<file path="src/shared/rre_pkg.sv">
/*
 Package for the return and rotate execution unit: operation codes,
 datapath widths, reset values and timing counts.
 Assumes a single core clock and an 8-bit data path.
*/
`default_nettype none
package rre_pkg;
   // ==========================================================
   // widths
   localparam int RRE_DATA_W = 8;
   localparam int RRE_PC_W = 13;
   localparam int RRE_OP_W = 3;
   // ==========================================================
   // operation codes
   localparam logic [2:0] RRE_OP_NONE = 3'h0;
   localparam logic [2:0] RRE_OP_RET_IMM = 3'h1;
   localparam logic [2:0] RRE_OP_RET_IRQ = 3'h2;
   localparam logic [2:0] RRE_OP_ROL_MEM = 3'h3;
   localparam logic [2:0] RRE_OP_ROL_ACC = 3'h4;
   localparam logic [2:0] RRE_OP_ROLC_MEM = 3'h5;
   localparam logic [2:0] RRE_OP_ROLC_ACC = 3'h6;
   localparam logic [2:0] RRE_OP_ROR_MEM = 3'h7;
   // ==========================================================
   // field positions and reset values
   localparam int RRE_MSB = 7;
   localparam int RRE_LSB = 0;
   localparam logic [7:0] RRE_ACC_RST = 8'h00;
   localparam logic [12:0] RRE_PC_RST = 13'h0000;
   localparam logic RRE_CARRY_RST = 1'b0;
   localparam logic RRE_MIE_RST = 1'b0;
   // ==========================================================
   // timing: every operation retires one cycle after it is issued
   localparam int RRE_EXEC_CYCLES = 1;
endpackage
`default_nettype wire

</file>
<file path="src/hdl/rre_rotator.sv">
/*
 Combinational rotate unit: circular or through-carry left and right
 rotate of one byte by one position.
 Assumes the caller registers the result.
*/
`timescale 1ns/10ps
`default_nettype none
module rre_rotator
   import rre_pkg::*;
#(
   parameter int DATA_W = RRE_DATA_W
) (
   // operand
   input wire logic [DATA_W-1:0] data_in,
   input wire logic carry_in,
   // control
   input wire logic through_carry_in,
   input wire logic right_in,
   // result
   output logic [DATA_W-1:0] result_out,
   output logic carry_out
);
   logic fill;

   always_comb begin
      if (right_in) begin
         fill = through_carry_in ? carry_in : data_in[0];
         result_out = {fill, data_in[DATA_W-1:1]};
         carry_out = data_in[0];
      end else begin
         fill = through_carry_in ? carry_in : data_in[DATA_W-1];
         result_out = {data_in[DATA_W-2:0], fill};
         carry_out = data_in[DATA_W-1];
      end
   end
endmodule
`default_nettype wire

</file>
<file path="src/hdl/rre_exec_unit.sv">
/*
 Execution unit for return and rotate instructions of a small 8-bit core:
 holds the accumulator, carry, master interrupt enable and program counter
 copy, and issues memory write-back and stack pop strobes.
 Assumes the core presents one operation per issue pulse, with the memory
 byte and popped stack word already valid in that cycle, and that the
 interrupt controller consumes irq_take_out.
 Limitation: one operation per cycle; the stack pop strobe is combinational
 from issue_in and op_in, so the stack must take it in the issue cycle.
 Carry and master enable loads from other instructions share this unit;
 a through-carry rotate wins over a carry load in the same cycle.
*/
// What this block does
// (RQ1) Return-with-immediate: pop stack into PC, load immediate into accumulator, no flags.
// (RQ2) Return-from-interrupt: pop stack into PC, set master interrupt enable, no flags.
// (RQ3) Pending interrupt at return-from-interrupt is serviced before the main program resumes.
// (RQ4) Plain left rotate: bit 7 into bit 0, written to memory, no flags.
// (RQ5) Left rotate to accumulator: same rotate into accumulator, memory unchanged, no flags.
// (RQ6) Left rotate through carry: old carry to bit 0, bit 7 to carry, to memory.
// (RQ7) Left rotate through carry to accumulator: accumulator and carry updated, memory unchanged.
// (RQ8) Plain right rotate: bit 0 into bit 7, written to memory, no flags.
`timescale 1ns/10ps
`default_nettype none
module rre_exec_unit
   import rre_pkg::*;
#(
   parameter int DATA_W = RRE_DATA_W,
   parameter int PC_W = RRE_PC_W
) (
   // clock and reset
   input wire logic clock_in,
   input wire logic rst_n_in,
   // issue
   input wire logic issue_in,
   input wire logic [2:0] op_in,
   input wire logic [DATA_W-1:0] imm_in,
   input wire logic [DATA_W-1:0] mem_rdata_in,
   input wire logic [PC_W-1:0] stack_top_in,
   input wire logic irq_pending_in,
   // state loads from other instructions
   input wire logic carry_load_in,
   input wire logic carry_value_in,
   input wire logic mie_clear_in,
   // memory write-back
   output logic mem_we_out,
   output logic [DATA_W-1:0] mem_wdata_out,
   // stack and program counter
   output logic stack_pop_out,
   output logic pc_load_out,
   output logic [PC_W-1:0] pc_out,
   // interrupt hand-off
   output logic irq_take_out,
   // architectural state
   output logic [DATA_W-1:0] acc_out,
   output logic carry_out,
   output logic master_irq_enable_out
);
   // ==========================================================
   // decode
   typedef enum logic [1:0] {RRE_DST_NONE, RRE_DST_MEM, RRE_DST_ACC} rre_dst_e;

   function automatic logic rre_is_rot(input logic [2:0] op);
      return op inside {RRE_OP_ROL_MEM, RRE_OP_ROL_ACC, RRE_OP_ROLC_MEM,
                        RRE_OP_ROLC_ACC, RRE_OP_ROR_MEM};
   endfunction

   function automatic logic rre_is_thru(input logic [2:0] op);
      return (op == RRE_OP_ROLC_MEM) || (op == RRE_OP_ROLC_ACC);
   endfunction

   function automatic logic rre_is_ret(input logic [2:0] op);
      return (op == RRE_OP_RET_IMM) || (op == RRE_OP_RET_IRQ);
   endfunction

   function automatic rre_dst_e rre_dst_of(input logic [2:0] op);
      unique case (op)
         RRE_OP_ROL_MEM, RRE_OP_ROLC_MEM, RRE_OP_ROR_MEM: return RRE_DST_MEM;
         RRE_OP_ROL_ACC, RRE_OP_ROLC_ACC: return RRE_DST_ACC;
         default: return RRE_DST_NONE;
      endcase
   endfunction

   // declared ahead of the rotator, which reads carry_reg
   logic [DATA_W-1:0] acc_reg, acc_next;
   logic carry_reg, carry_next;
   logic mie_reg, mie_next;
   logic [PC_W-1:0] pc_reg, pc_next;
   logic pc_load_reg, pc_load_next;
   logic mem_we_reg, mem_we_next;
   logic [DATA_W-1:0] wdata_reg, wdata_next;
   logic take_reg, take_next;
   logic rot_thru;
   logic rot_right;
   logic [DATA_W-1:0] rot_result;
   logic rot_carry;
   rre_dst_e dst;

   always_comb begin
      rot_thru = rre_is_thru(op_in);
      rot_right = (op_in == RRE_OP_ROR_MEM);
      dst = rre_dst_of(op_in);
   end

   rre_rotator #(
      .DATA_W(DATA_W)
   ) i_rre_rotator (
      .data_in(mem_rdata_in),
      .carry_in(carry_reg),
      .through_carry_in(rot_thru),
      .right_in(rot_right),
      .result_out(rot_result),
      .carry_out(rot_carry)
   );

   // ==========================================================
   // accumulator, carry and master interrupt enable
   always_comb begin
      acc_next = acc_reg;
      carry_next = carry_reg;
      mie_next = mie_reg;
      if (carry_load_in) begin
         carry_next = carry_value_in;
      end
      // clear comes first so a return from interrupt in the same cycle wins
      if (mie_clear_in) begin
         mie_next = 1'b0;
      end
      if (issue_in) begin
         unique case (op_in)
            RRE_OP_RET_IMM: begin
               acc_next = imm_in; // RQ1
            end
            RRE_OP_RET_IRQ: begin
               mie_next = 1'b1; // RQ2
            end
            default: begin
            end
         endcase
         if (rre_is_rot(op_in) && (dst == RRE_DST_ACC)) begin
            acc_next = rot_result; // RQ5 RQ7
         end
         // only the through-carry forms touch carry, over any carry load
         if (rre_is_rot(op_in) && rot_thru) begin
            carry_next = rot_carry; // RQ6 RQ7
         end
      end
   end

   always_ff @(posedge clock_in or negedge rst_n_in) begin
      if (!rst_n_in) begin
         acc_reg <= RRE_ACC_RST;
         carry_reg <= RRE_CARRY_RST;
         mie_reg <= RRE_MIE_RST;
      end else begin
         acc_reg <= acc_next;
         carry_reg <= carry_next;
         mie_reg <= mie_next;
      end
   end

   // ==========================================================
   // program counter copy
   always_comb begin
      pc_next = pc_reg;
      pc_load_next = 1'b0;
      if (issue_in && rre_is_ret(op_in)) begin
         pc_next = stack_top_in; // RQ1 RQ2
         pc_load_next = 1'b1; // RQ1 RQ2
      end
   end

   always_ff @(posedge clock_in or negedge rst_n_in) begin
      if (!rst_n_in) begin
         pc_reg <= RRE_PC_RST;
         pc_load_reg <= 1'b0;
      end else begin
         pc_reg <= pc_next;
         pc_load_reg <= pc_load_next;
      end
   end

   // ==========================================================
   // memory write-back and interrupt hand-off strobes
   always_comb begin
      mem_we_next = 1'b0;
      wdata_next = wdata_reg;
      take_next = 1'b0;
      if (issue_in && rre_is_rot(op_in) && (dst == RRE_DST_MEM)) begin
         mem_we_next = 1'b1; // RQ4 RQ6 RQ8
         wdata_next = rot_result; // RQ4 RQ6 RQ8
      end
      // pending request is handed over in the cycle the return lands
      if (issue_in && (op_in == RRE_OP_RET_IRQ)) begin
         take_next = irq_pending_in; // RQ3
      end
   end

   always_ff @(posedge clock_in or negedge rst_n_in) begin
      if (!rst_n_in) begin
         mem_we_reg <= 1'b0;
         wdata_reg <= RRE_ACC_RST;
         take_reg <= 1'b0;
      end else begin
         mem_we_reg <= mem_we_next;
         wdata_reg <= wdata_next;
         take_reg <= take_next;
      end
   end

   // ==========================================================
   // outputs
   // pop is issued in the same cycle as the return so the stack sees one pop per return
   assign stack_pop_out = issue_in && rre_is_ret(op_in); // RQ1 RQ2
   assign mem_we_out = mem_we_reg;
   assign mem_wdata_out = wdata_reg;
   assign pc_load_out = pc_load_reg;
   assign pc_out = pc_reg;
   assign irq_take_out = take_reg; // RQ3
   assign acc_out = acc_reg;
   assign carry_out = carry_reg;
   assign master_irq_enable_out = mie_reg;
endmodule
`default_nettype wire

</file>
<file path="config.mk">
export PLATFORM = sky130hd
export DESIGN_NAME = rre_exec_unit
export DESIGN_NICKNAME = d
export VERILOG_FILES = /design/src/shared/rre_pkg.sv /design/src/hdl/rre_rotator.sv /design/src/hdl/rre_exec_unit.sv
export SDC_FILE = /design/constraint.sdc
export NUM_CORES = 1
export LEC_CHECK = 0
export BUFFER_PORTS_ARGS = -buffer_cell sky130_fd_sc_hd__buf_2
export CAP_MARGIN = 5
export CORE_MARGIN = 8
export CORE_UTILIZATION = 45
export CTS_BUF_LIST = sky130_fd_sc_hd__clkbuf_4 sky130_fd_sc_hd__clkbuf_8 sky130_fd_sc_hd__clkbuf_16
export DETAILED_ROUTE_END_ITERATION = 6
export PLACE_DENSITY = 0.78
export RECOVER_POWER = 25
export SETUP_SLACK_MARGIN = 0.15
export SYNTH_ARGS = -nofsm -noshare
export SYNTH_HDL_FRONTEND = slang
export SYNTH_SLANG_ARGS = --single-unit
</file>
<file path="constraint.sdc">
create_clock -name clock_in -period 1.5 [get_ports clock_in]
set_input_delay 0.225 -clock clock_in [delete_from_list [all_inputs] [get_ports clock_in]]
set_output_delay 0.225 -clock clock_in [all_outputs]
set_load 0.1 [all_outputs]
</file>
==> results.json, run 1 <==
{
  "relSlewSlack_pct": 52.45,
  "dp_slack_ns": -0.05261,
  "cp_slowest_cell": "dfrtp_4",
  "reg2reg_from": "carry_out",
  "cts.htree.levels": 2,
  "syn_area_per_cell_um2": 13.16,
  "io_pins": 74,
  "post-route-period-util_pct": 92.63,
  "setup_viol": 0,
  "yosysTopAreaCellShare_pct": 55.24,
  "power_density_mw_per_mm2": 1644,
  "numCtsBuffers": 5,
  "gp_congestion": 0.7400,
  "path_cells": "mux2_4 > mux2_2 > mux2_4",
  "firstDrtPassIters": 4,
  "overflow": 0,
  "max_freq_mhz": 719.7,
  "placed_area_mm2": 0.002152,
  "clock_latency_ns": 0.34,
  "drc": 0,
  "grt_max_degree": 23,
  "hold_viol_final": 0,
  "hold_path_startpoint": "irq_pending_in",
  "cap_violations": 0,
  "routed_via_density": 4.948,
  "grtUsageTotal_pct": 15.89,
  "fin_ws_ns": 0.1105,
  "crit_path_frequent_cell": "mux2_4",
  "ys_seq_elements": 34,
  "final_cell_mix": "buf_2 (36), buf_4 (34), dfrtp_1 (33)",
  "diodes": 0,
  "tightestPinTransition_ns": 0.7133,
  "ys.warnings.count": 0,
  "cpPeakStageDelay_ns": 0.51,
  "synth.area.top_cells": "dfrtp_1 (55%), mux2_2 (22%), mux2i_1 (5.2%)",
  "fillers": 247,
  "cp-end-kind": "flip-flop",
  "whs_ns": 0.09938,
  "initial_core_util_pct": 46.52,
  "rsz0062_at_grt": "true",
  "period_needed_ns": 1.390,
  "hp-class": "input pin to flip-flop",
  "p_leak_nw": 1.191,
  "postLayoutCellArea_mm2": 0.002318,
  "path_class": "flip-flop to flip-flop",
  "ir_drop_v": 0.0008736,
  "die_area_mm2": 0.005551,
  "drt_wl_total_mm": 4.049,
  "drt_iter0_drc": 39,
  "critPathMaxFanout": 4,
  "wl_per_cell_um": 16.26,
  "core_mm2": 0.003311,
  "rows": 21,
  "synthCells": 117,
  "area_growth_pct": 50.53,
  "grt_pass1_wl_mm": 6.610,
  "final_cells": 249,
  "syn-num-nets": 156,
  "chipHeight_um": 74.51,
  "layout_commonest_cell": "buf_2",
  "drive_gt1_share_pct": 60.10,
  "antenna_left": 0,
  "arrival_ns": 1.63,
  "start_kind": "flip-flop",
  "antenna_found_initial": 0,
  "path_clk_slew_ns": 0.11,
  "io_buffers": 73,
  "placed_cells": 240,
  "synth_seq_area_share_pct": 55.24,
  "slew_viol_final": 0,
  "required_ns": 1.74,
  "cts_root_buf": "clkbuf_4",
  "dp_hpwl_mm": 3.243,
  "cts_buffer_depth": 2,
  "synthDistinctLibCells": 25,
  "cts_tree": "yes",
  "synth_top_area_cell": "dfrtp_1",
  "clock_sinks": 34,
  "critPathLaunch": "carry_out",
  "first_global_vias": 1393,
  "die_w_um": 74.51,
  "clock_skew_ns": 0.0008972,
  "num_vias": 1232,
  "fin_nets": 242,
  "status": "finished, final reports clean",
  "synth_area_mm2": 0.001540
}
-- worst max-delay path, delay by kind of cell (launching register included) --
family | cells | cell delay (ns)
muxes | 3 | 0.78
DFF | 1 | 0.51
-- worst paths after layout --
path                                    end  slack [ns]  depth (start not counted)
max in group asynchronous         pc_out[7]        0.27                          3
max reg2reg                      acc_out[0]        0.11                          3
max                              acc_out[0]        0.11                          3
min                            irq_take_out         0.1                          2
min in group asynchronous        pc_out[11]        0.46                          2
min reg2reg                mem_wdata_out[2]        0.49                          2
-- per-layer routing --
layer | global-route usage, % | vias up | wire length, um
met3 | 6.334 | 7 | 347
met1 | 18.73 | 584 | 1689
met4 | 6.522 | 0 | 80
li1 | - | 586 | -
met5 | 0 | - | 0
met2 | 25.07 | 55 | 1932
-- what timing repair did --
item | 4_1_cts | 5_1_grt
pin swaps | 0 | 2
gates resized for setup | 29 | 8
hold endpoints to repair | 12 | 0
buffers inserted | 1 | 0
endpoints found under the setup margin | 31 | 20
hold buffers | 1 | 0
-- stage by stage --
step | TNS (ns) | power, mW | util, %
after floorplan | -0.05375 | 2.823 | -
after global placement | -0.06656 | 3.155 | 65.00
after detailed placement | -0.3015 | 3.194 | 65.00
after CTS | 0 | 3.834 | 69.50
after global routing | 0 | 3.962 | 70.03
final | 0 | 3.811 | 70.03
-- flip-flops by register name (all words and copies together) (netlist names) --
name	cells
carry_out	1
pc_out	13
mem_we_out	1
irq_take_out	1
pc_load_out	1
acc_out	8
mem_wdata_out	8
master_irq_enable_out	1
-- cell type report --
class / count / area [um^2] / share of cell area (%)
inverter: 2 / 7.507 / 0.3238
timing repair buffer: 85 / 609.3 / 26.28
multi-input combinational: 75 / 730.7 / 31.52
tap: 46 / 57.56 / 2.482
sequential: 34 / 854.6 / 36.86
clock buffer: 7 / 58.81 / 2.536
-- cells by family after synthesis --
family / share of synthesized area [%]
muxes: 27.13
DFF: 55.24
and+or+nand+nor: 7.799
AOI/OAI and AO/OA: 6.418
buffers and inverters: 2.843
xor gates and xnor gates: 0.5687
-- where the power goes --
part	internal [mW]	switching [mW]	total [mW]
Combinational	0.515	1.58	2.09
Clock	0.239	0.283	0.522
Sequential	1.09	0.105	1.20
Total	1.85	1.96	3.81
-- synth_stat cells (all sizes together) --
| cell | count |
|---|---|
| dfrtp | 34 |
| a21boi | 1 |
| and3b | 1 |
| a21oi | 3 |
| inv | 2 |
| o21a | 1 |
| mux2i | 8 |
| o31ai | 1 |
| a21o | 1 |
| nor2 | 2 |
| or3b | 1 |
| nor3b | 1 |
| nand2 | 10 |
| clkbuf | 1 |
| nand3 | 1 |
| and4 | 1 |
| nor4bb | 1 |
| nand2b | 2 |
| mux2 | 30 |
| and2 | 1 |
| o21ai | 7 |
| xnor2 | 1 |
| buf | 5 |
| o211ai | 1 |
Note: power is estimated with default switching activity, not from simulation.
==> run 2: changes to the inputs <==
CORE_MARGIN = 4   (was 8)
clock period = 1.3 ns   (was 1.5 ns; I/O delays follow)
==> run 2 against run 1 <==
Net effect: the run now ends with negative setup slack left; sequential share of layout area down 7.8 points; via count up 22%; total power up 42%; count of clock-buffer cells in the layout unchanged; setup slack worse by 0.20 ns; largest power group unchanged; routed wire length up 59%; sequential power up 27%.
==> results.json, run 2 (synthesis results as in run 1) <==
{
  "status": "complete, but fails checks",
  "violations": "negative setup slack",
  "p_clk_share_pct": 12.7,
  "antenna_left": 0,
  "multi_input_area_um2": 753.2,
  "initial_core_util_pct": 48.85,
  "grt_use_met2_pct": 45.48,
  "critPathLaunch": "carry_out",
  "r2r_cells": 3,
  "finalSetupTns_ns": -0.2087,
  "critPathMaxFanout": 2,
  "hold_depth": 2,
  "fin_ws_ns": -0.08917,
  "crit_path_frequent_cell": "mux2_4",
  "chipHeight_um": 66.51,
  "diodes": 0,
  "total_power_mw": 5.420,
  "firstDrtPassIters": 4,
  "antenna_found_initial": 0,
  "required_ns": 1.57,
  "fin_nets": 262,
  "clock_sinks": 34,
  "placed_area_mm2": 0.002293,
  "postLayoutCellArea_mm2": 0.002983,
  "die_w_um": 66.51,
  "core_mm2": 0.003153,
  "cp.buffers_inverters": 0,
  "arrival_ns": 1.66,
  "pwr-share-comb_pct": 59.2,
  "num_vias": 1498,
  "final_cell_mix": "buf_12 (40), buf_2 (36), dfrtp_1 (24)",
  "max_freq_mhz": 719.9,
  "regArea_um2": 865.8,
  "hold_viol_final": 0,
  "io_pins": 74,
  "path_class": "flip-flop to flip-flop",
  "wl_per_cell_um": 23.97,
  "setup_viol": 3,
  "p_leak_nw": 1.474,
  "ir_drop_v": 0.001529,
  "grt_max_degree": 35,
  "cp-end-kind": "flip-flop",
  "path_clk_slew_ns": 0.12,
  "first_global_vias": 1482,
  "power.switching_mw": 2.604,
  "hold_path_startpoint": "stack_top_in[8]",
  "post-route-period-util_pct": 106.9,
  "die_area_mm2": 0.004423,
  "clock_latency_ns": 0.37,
  "cts_tree": "yes",
  "cts.htree.levels": 2,
  "top_usage_layer": "met2",
  "cp_slowest_cell": "dfrtp_4",
  "critical_path_depth": 3,
  "layout_commonest_cell": "buf_12",
  "grt_pass1_wl_mm": 7.631,
  "rsz0062_at_grt": "true",
  "overflow": 0,
  "cts_root_buf": "clkbuf_4",
  "fillers": 80,
  "hp-class": "input pin to flip-flop",
  "final_cells": 268,
  "drt_wl_total_mm": 6.425,
  "slew_viol_final": 0,
  "tightestPinTransition_ns": 0.8478,
  "cts_buffer_depth": 2,
  "area_growth_pct": 93.66,
  "gp_congestion": 0.7741,
  "drc": 0,
  "netSwitchingFraction_pct": 48.05,
  "grt_use_met1_pct": 23.97,
  "routed_via_density": 5.590,
  "cpPeakStageDelay_ns": 0.50,
  "crit_family": "multiplexers",
  "reg2reg_from": "carry_out",
  "rows": 20,
  "grtUsageTotal_pct": 24.35,
  "path_cells": "mux2_4 > mux2_4 > mux2_4",
  "io_buffers": 73,
  "numCtsBuffers": 5,
  "seqPwrFrac_pct": 28.1,
  "met3_usage_pct": 8.432,
  "period_needed_ns": 1.389,
  "drive_gt1_share_pct": 69.64,
  "placed_cells": 241,
  "clock_skew_ns": 0.0003604,
  "dp_hpwl_mm": 2.869,
  "drt_iter0_drc": 83,
  "largest_reg_flops": 13,
  "power_density_mw_per_mm2": 1817,
  "cap_violations": 0,
  "relSlewSlack_pct": 43.48,
  "p_int_mw": 2.816,
  "start_kind": "flip-flop"
}
## run 2: cell count changes in the layout (fill, tap and decap cells not counted), moves of 2 or more
cell | previous run | this run
mux2_4 | 16 | 22
dfrtp_2 | 0 | 9
clkbuf_1 | 4 | 0
buf_12 | 4 | 40
mux2_2 | 14 | 8
buf_6 | 1 | 3
clkbuf_4 | 10 | 6
dfrtp_1 | 33 | 24
buf_4 | 34 | 22
## run 2: path summary, 6_finish.rpt
check / slack, ns / to
min in group asynchronous: 0.57 / mem_wdata_out[4]
hold / removal: 0.07 / pc_out[8]
setup / recovery: -0.09 / acc_out[0]
hold reg to reg: 0.55 / mem_wdata_out[3]
max in group asynchronous: 0.13 / carry_out
setup reg to reg: -0.09 / acc_out[0]
## run 2: stage by stage
stage	util, %	setup WS, ns	hold slack [ns]
final	94.60	-0.08917	0.06721
after global placement	72.74	-0.1537	0.2370
after floorplan	-	-0.2210	-0.1006
after detailed placement	72.74	-0.1843	0.2476
after CTS	86.79	-0.06832	0.03927
after global routing	94.60	-0.1081	0.04967
## run 2: layout make-up
type	count	area share, %
Multi-Input combinational cell	75	25.25
Inverter	2	0.2517
Sequential cell	34	29.03
Clock inverter	1	0.1678
Clock buffer	7	1.971
Tap cell	44	1.846
Timing Repair Buffer	105	41.49
## run 2: worst reg2reg max path: stages (launching register included)
cell and delay [ns]:
dfrtp_4 0.50, mux2_4 0.27, mux2_4 0.27, mux2_4 0.25
## run 2: layer usage
metal  part of all wire, %  vias to the layer above
met5                     0                        -
met4                   4.9                        0
met3                   9.4                       28
met2                    52                      114
met1                    34                      727
li1                      -                      629
## run 2: repair_timing
| item | 4_1_cts | 5_1_grt |
|---|---|---|
| setup buffers | 6 | 12 |
| pin swaps | 1 | 4 |
| endpoints found under the hold margin | 34 | 0 |
| hold buffers | 1 | 0 |
| resized for setup | 92 | 36 |
| setup endpoints to repair | 35 | 43 |
## run 2: power groups by stage
stage	combinational (mW)	clock, mW	sequential, mW
detailed placement	2.41	0	1.41
CTS	2.88	0.652	1.47
floorplan	0.388	0	2.88
finish	3.21	0.689	1.52
global placement	2.38	0	1.39
global route	3.27	0.733	1.54
==> run 3: changes to the inputs <==
GPL_TIMING_DRIVEN = 0   (was default)
==> run 3 against run 2 <==
Net effect: the flow still finishes with violations (negative setup slack); total power decreased by 3.3%; setup slack got worse by 0.028 ns; critical endpoint unchanged; clock power decreased by 0.6%; count of clock-buffer cells in the layout increased by 1; non-clock buffer count decreased by 11.
==> results.json, run 3 (synthesis results as in run 1) <==
{
  "critPathMaxFanout": 2,
  "io_pins": 74,
  "numCtsBuffers": 5,
  "max_freq_mhz": 705.5,
  "fillers": 127,
  "core_mm2": 0.003153,
  "slew_viol_final": 0,
  "cts_tree": "yes",
  "start_kind": "flip-flop",
  "drc": 0,
  "area_growth_pct": 83.67,
  "overflow": 0,
  "grtUsageTotal_pct": 20.20,
  "cts.htree.levels": 2,
  "wl_per_cell_um": 20.27,
  "firstDrtPassIters": 4,
  "hold_depth": 2,
  "tightestPinTransition_ns": 0.8420,
  "hp-class": "input pin to flip-flop",
  "dp_hpwl_mm": 2.597,
  "ir_drop_v": 0.001110,
  "die_w_um": 66.51,
  "antenna_left": 0,
  "io_buffers": 71,
  "gp_congestion": 0.7530,
  "drt_wl_total_mm": 5.209,
  "clock_latency_ns": 0.33,
  "regArea_um2": 865.8,
  "routed_via_density": 5.428,
  "drive_gt1_share_pct": 68.54,
  "arrival_ns": 1.65,
  "antenna_found_initial": 0,
  "layout_commonest_cell": "buf_2",
  "cts_buffer_depth": 2,
  "die_area_mm2": 0.004423,
  "cap_violations": 0,
  "finalSetupTns_ns": -0.1633,
  "diodes": 0,
  "path_class": "flip-flop to flip-flop",
  "num_vias": 1395,
  "setup_viol": 2,
  "multi_input_area_um2": 745.7,
  "p_leak_nw": 1.390,
  "placed_area_mm2": 0.002081,
  "grt_pass1_wl_mm": 6.651,
  "power_density_mw_per_mm2": 1852,
  "relSlewSlack_pct": 43.87,
  "first_global_vias": 1416,
  "post-route-period-util_pct": 109.0,
  "cp-end-kind": "flip-flop",
  "clock_sinks": 34,
  "largest_reg_flops": 13,
  "r2r_cells": 3,
  "chipHeight_um": 66.51,
  "hold_viol_final": 0,
  "grt_max_degree": 35,
  "drt_iter0_drc": 47,
  "final_cell_mix": "buf_2 (35), buf_12 (34), dfrtp_1 (24)",
  "postLayoutCellArea_mm2": 0.002829,
  "post-route-util_pct": 89.72,
  "period_needed_ns": 1.417,
  "violations": "negative setup slack",
  "fin_ws_ns": -0.1173,
  "rsz0062_at_grt": "true",
  "dp_slack_ns": -0.4075,
  "initial_core_util_pct": 48.85,
  "path_clk_slew_ns": 0.10,
  "fin_nets": 251,
  "clock_skew_ns": 0.001046,
  "status": "complete, but fails checks",
  "cts_root_buf": "clkbuf_4",
  "required_ns": 1.53,
  "rows": 20
}
run 3: cell count changes in the layout (fill, tap and decap cells not counted), sizes merged:
| cell | delta |
|---|---|
| clkbuf | +2 |
| clkinv | -1 |
| buf | -12 |
run 3: per-layer routing:
layer  wire (um)  track usage (%)  vias to the layer above
met5           0                0                        -
met4         162            3.807                        0
met3         393            5.902                       20
met2        2775            38.17                       86
met1        1878            22.27                      687
li1            -                -                      602
run 3: repair_timing:
action                                  4_1_cts  5_1_grt
buffers inserted                              4       12
endpoints found under the setup margin       46       44
hold buffers                                  1        0
gates resized for setup                      97       48
hold endpoints to repair                     34        0
pin swaps                                     1        4
cloned                                        0        0
run 3: worst paths after layout:
kind                                       start          endpoint  slack, ns
worst max-delay path                   carry_out        acc_out[0]      -0.12
worst min-delay path              irq_pending_in      irq_take_out       0.07
worst max register to register         carry_out        acc_out[0]      -0.12
worst min register to register  mem_wdata_out[3]  mem_wdata_out[3]       0.55
max in group asynchronous               rst_n_in         carry_out       0.20
min in group asynchronous               rst_n_in  mem_wdata_out[3]       0.48
run 3: area by class of cell:
cell class                 count  area share, %
multi-input combinational     75          26.36
clock buffer                   8          2.344
timing repair buffer          88          35.56
tap                           44          1.946
inverter                       2         0.2654
sequential                    34          30.61
buffer                         6          2.919
run 3: worst max-delay path, cell delays in order, from the launching register on:
cell and delay, ns:
dfrtp_4 0.50, mux2_4 0.27, mux2_2 0.28, mux2_4 0.27
run 3: where the power goes:
part | total, mW | switching [mW] | internal (mW) | leakage, nW
registers | 1.51 | 0.242 | 1.27 | 0.401
logic | 3.04 | 1.87 | 1.17 | 0.950
clock network | 0.685 | 0.376 | 0.309 | 0.0394
run 3: stage by stage:
| stage | power [mW] | cells | hold WS [ns] |
|---|---|---|---|
| floorplan | 3.272 | 117 | -0.1006 |
| global placement | 3.615 | 232 | 0.2849 |
| detailed placement | 3.641 | 232 | 0.2909 |
| CTS | 4.802 | 245 | 0.06122 |
| global route | 5.373 | 257 | 0.07194 |
| finish | 5.239 | 257 | 0.06914 |
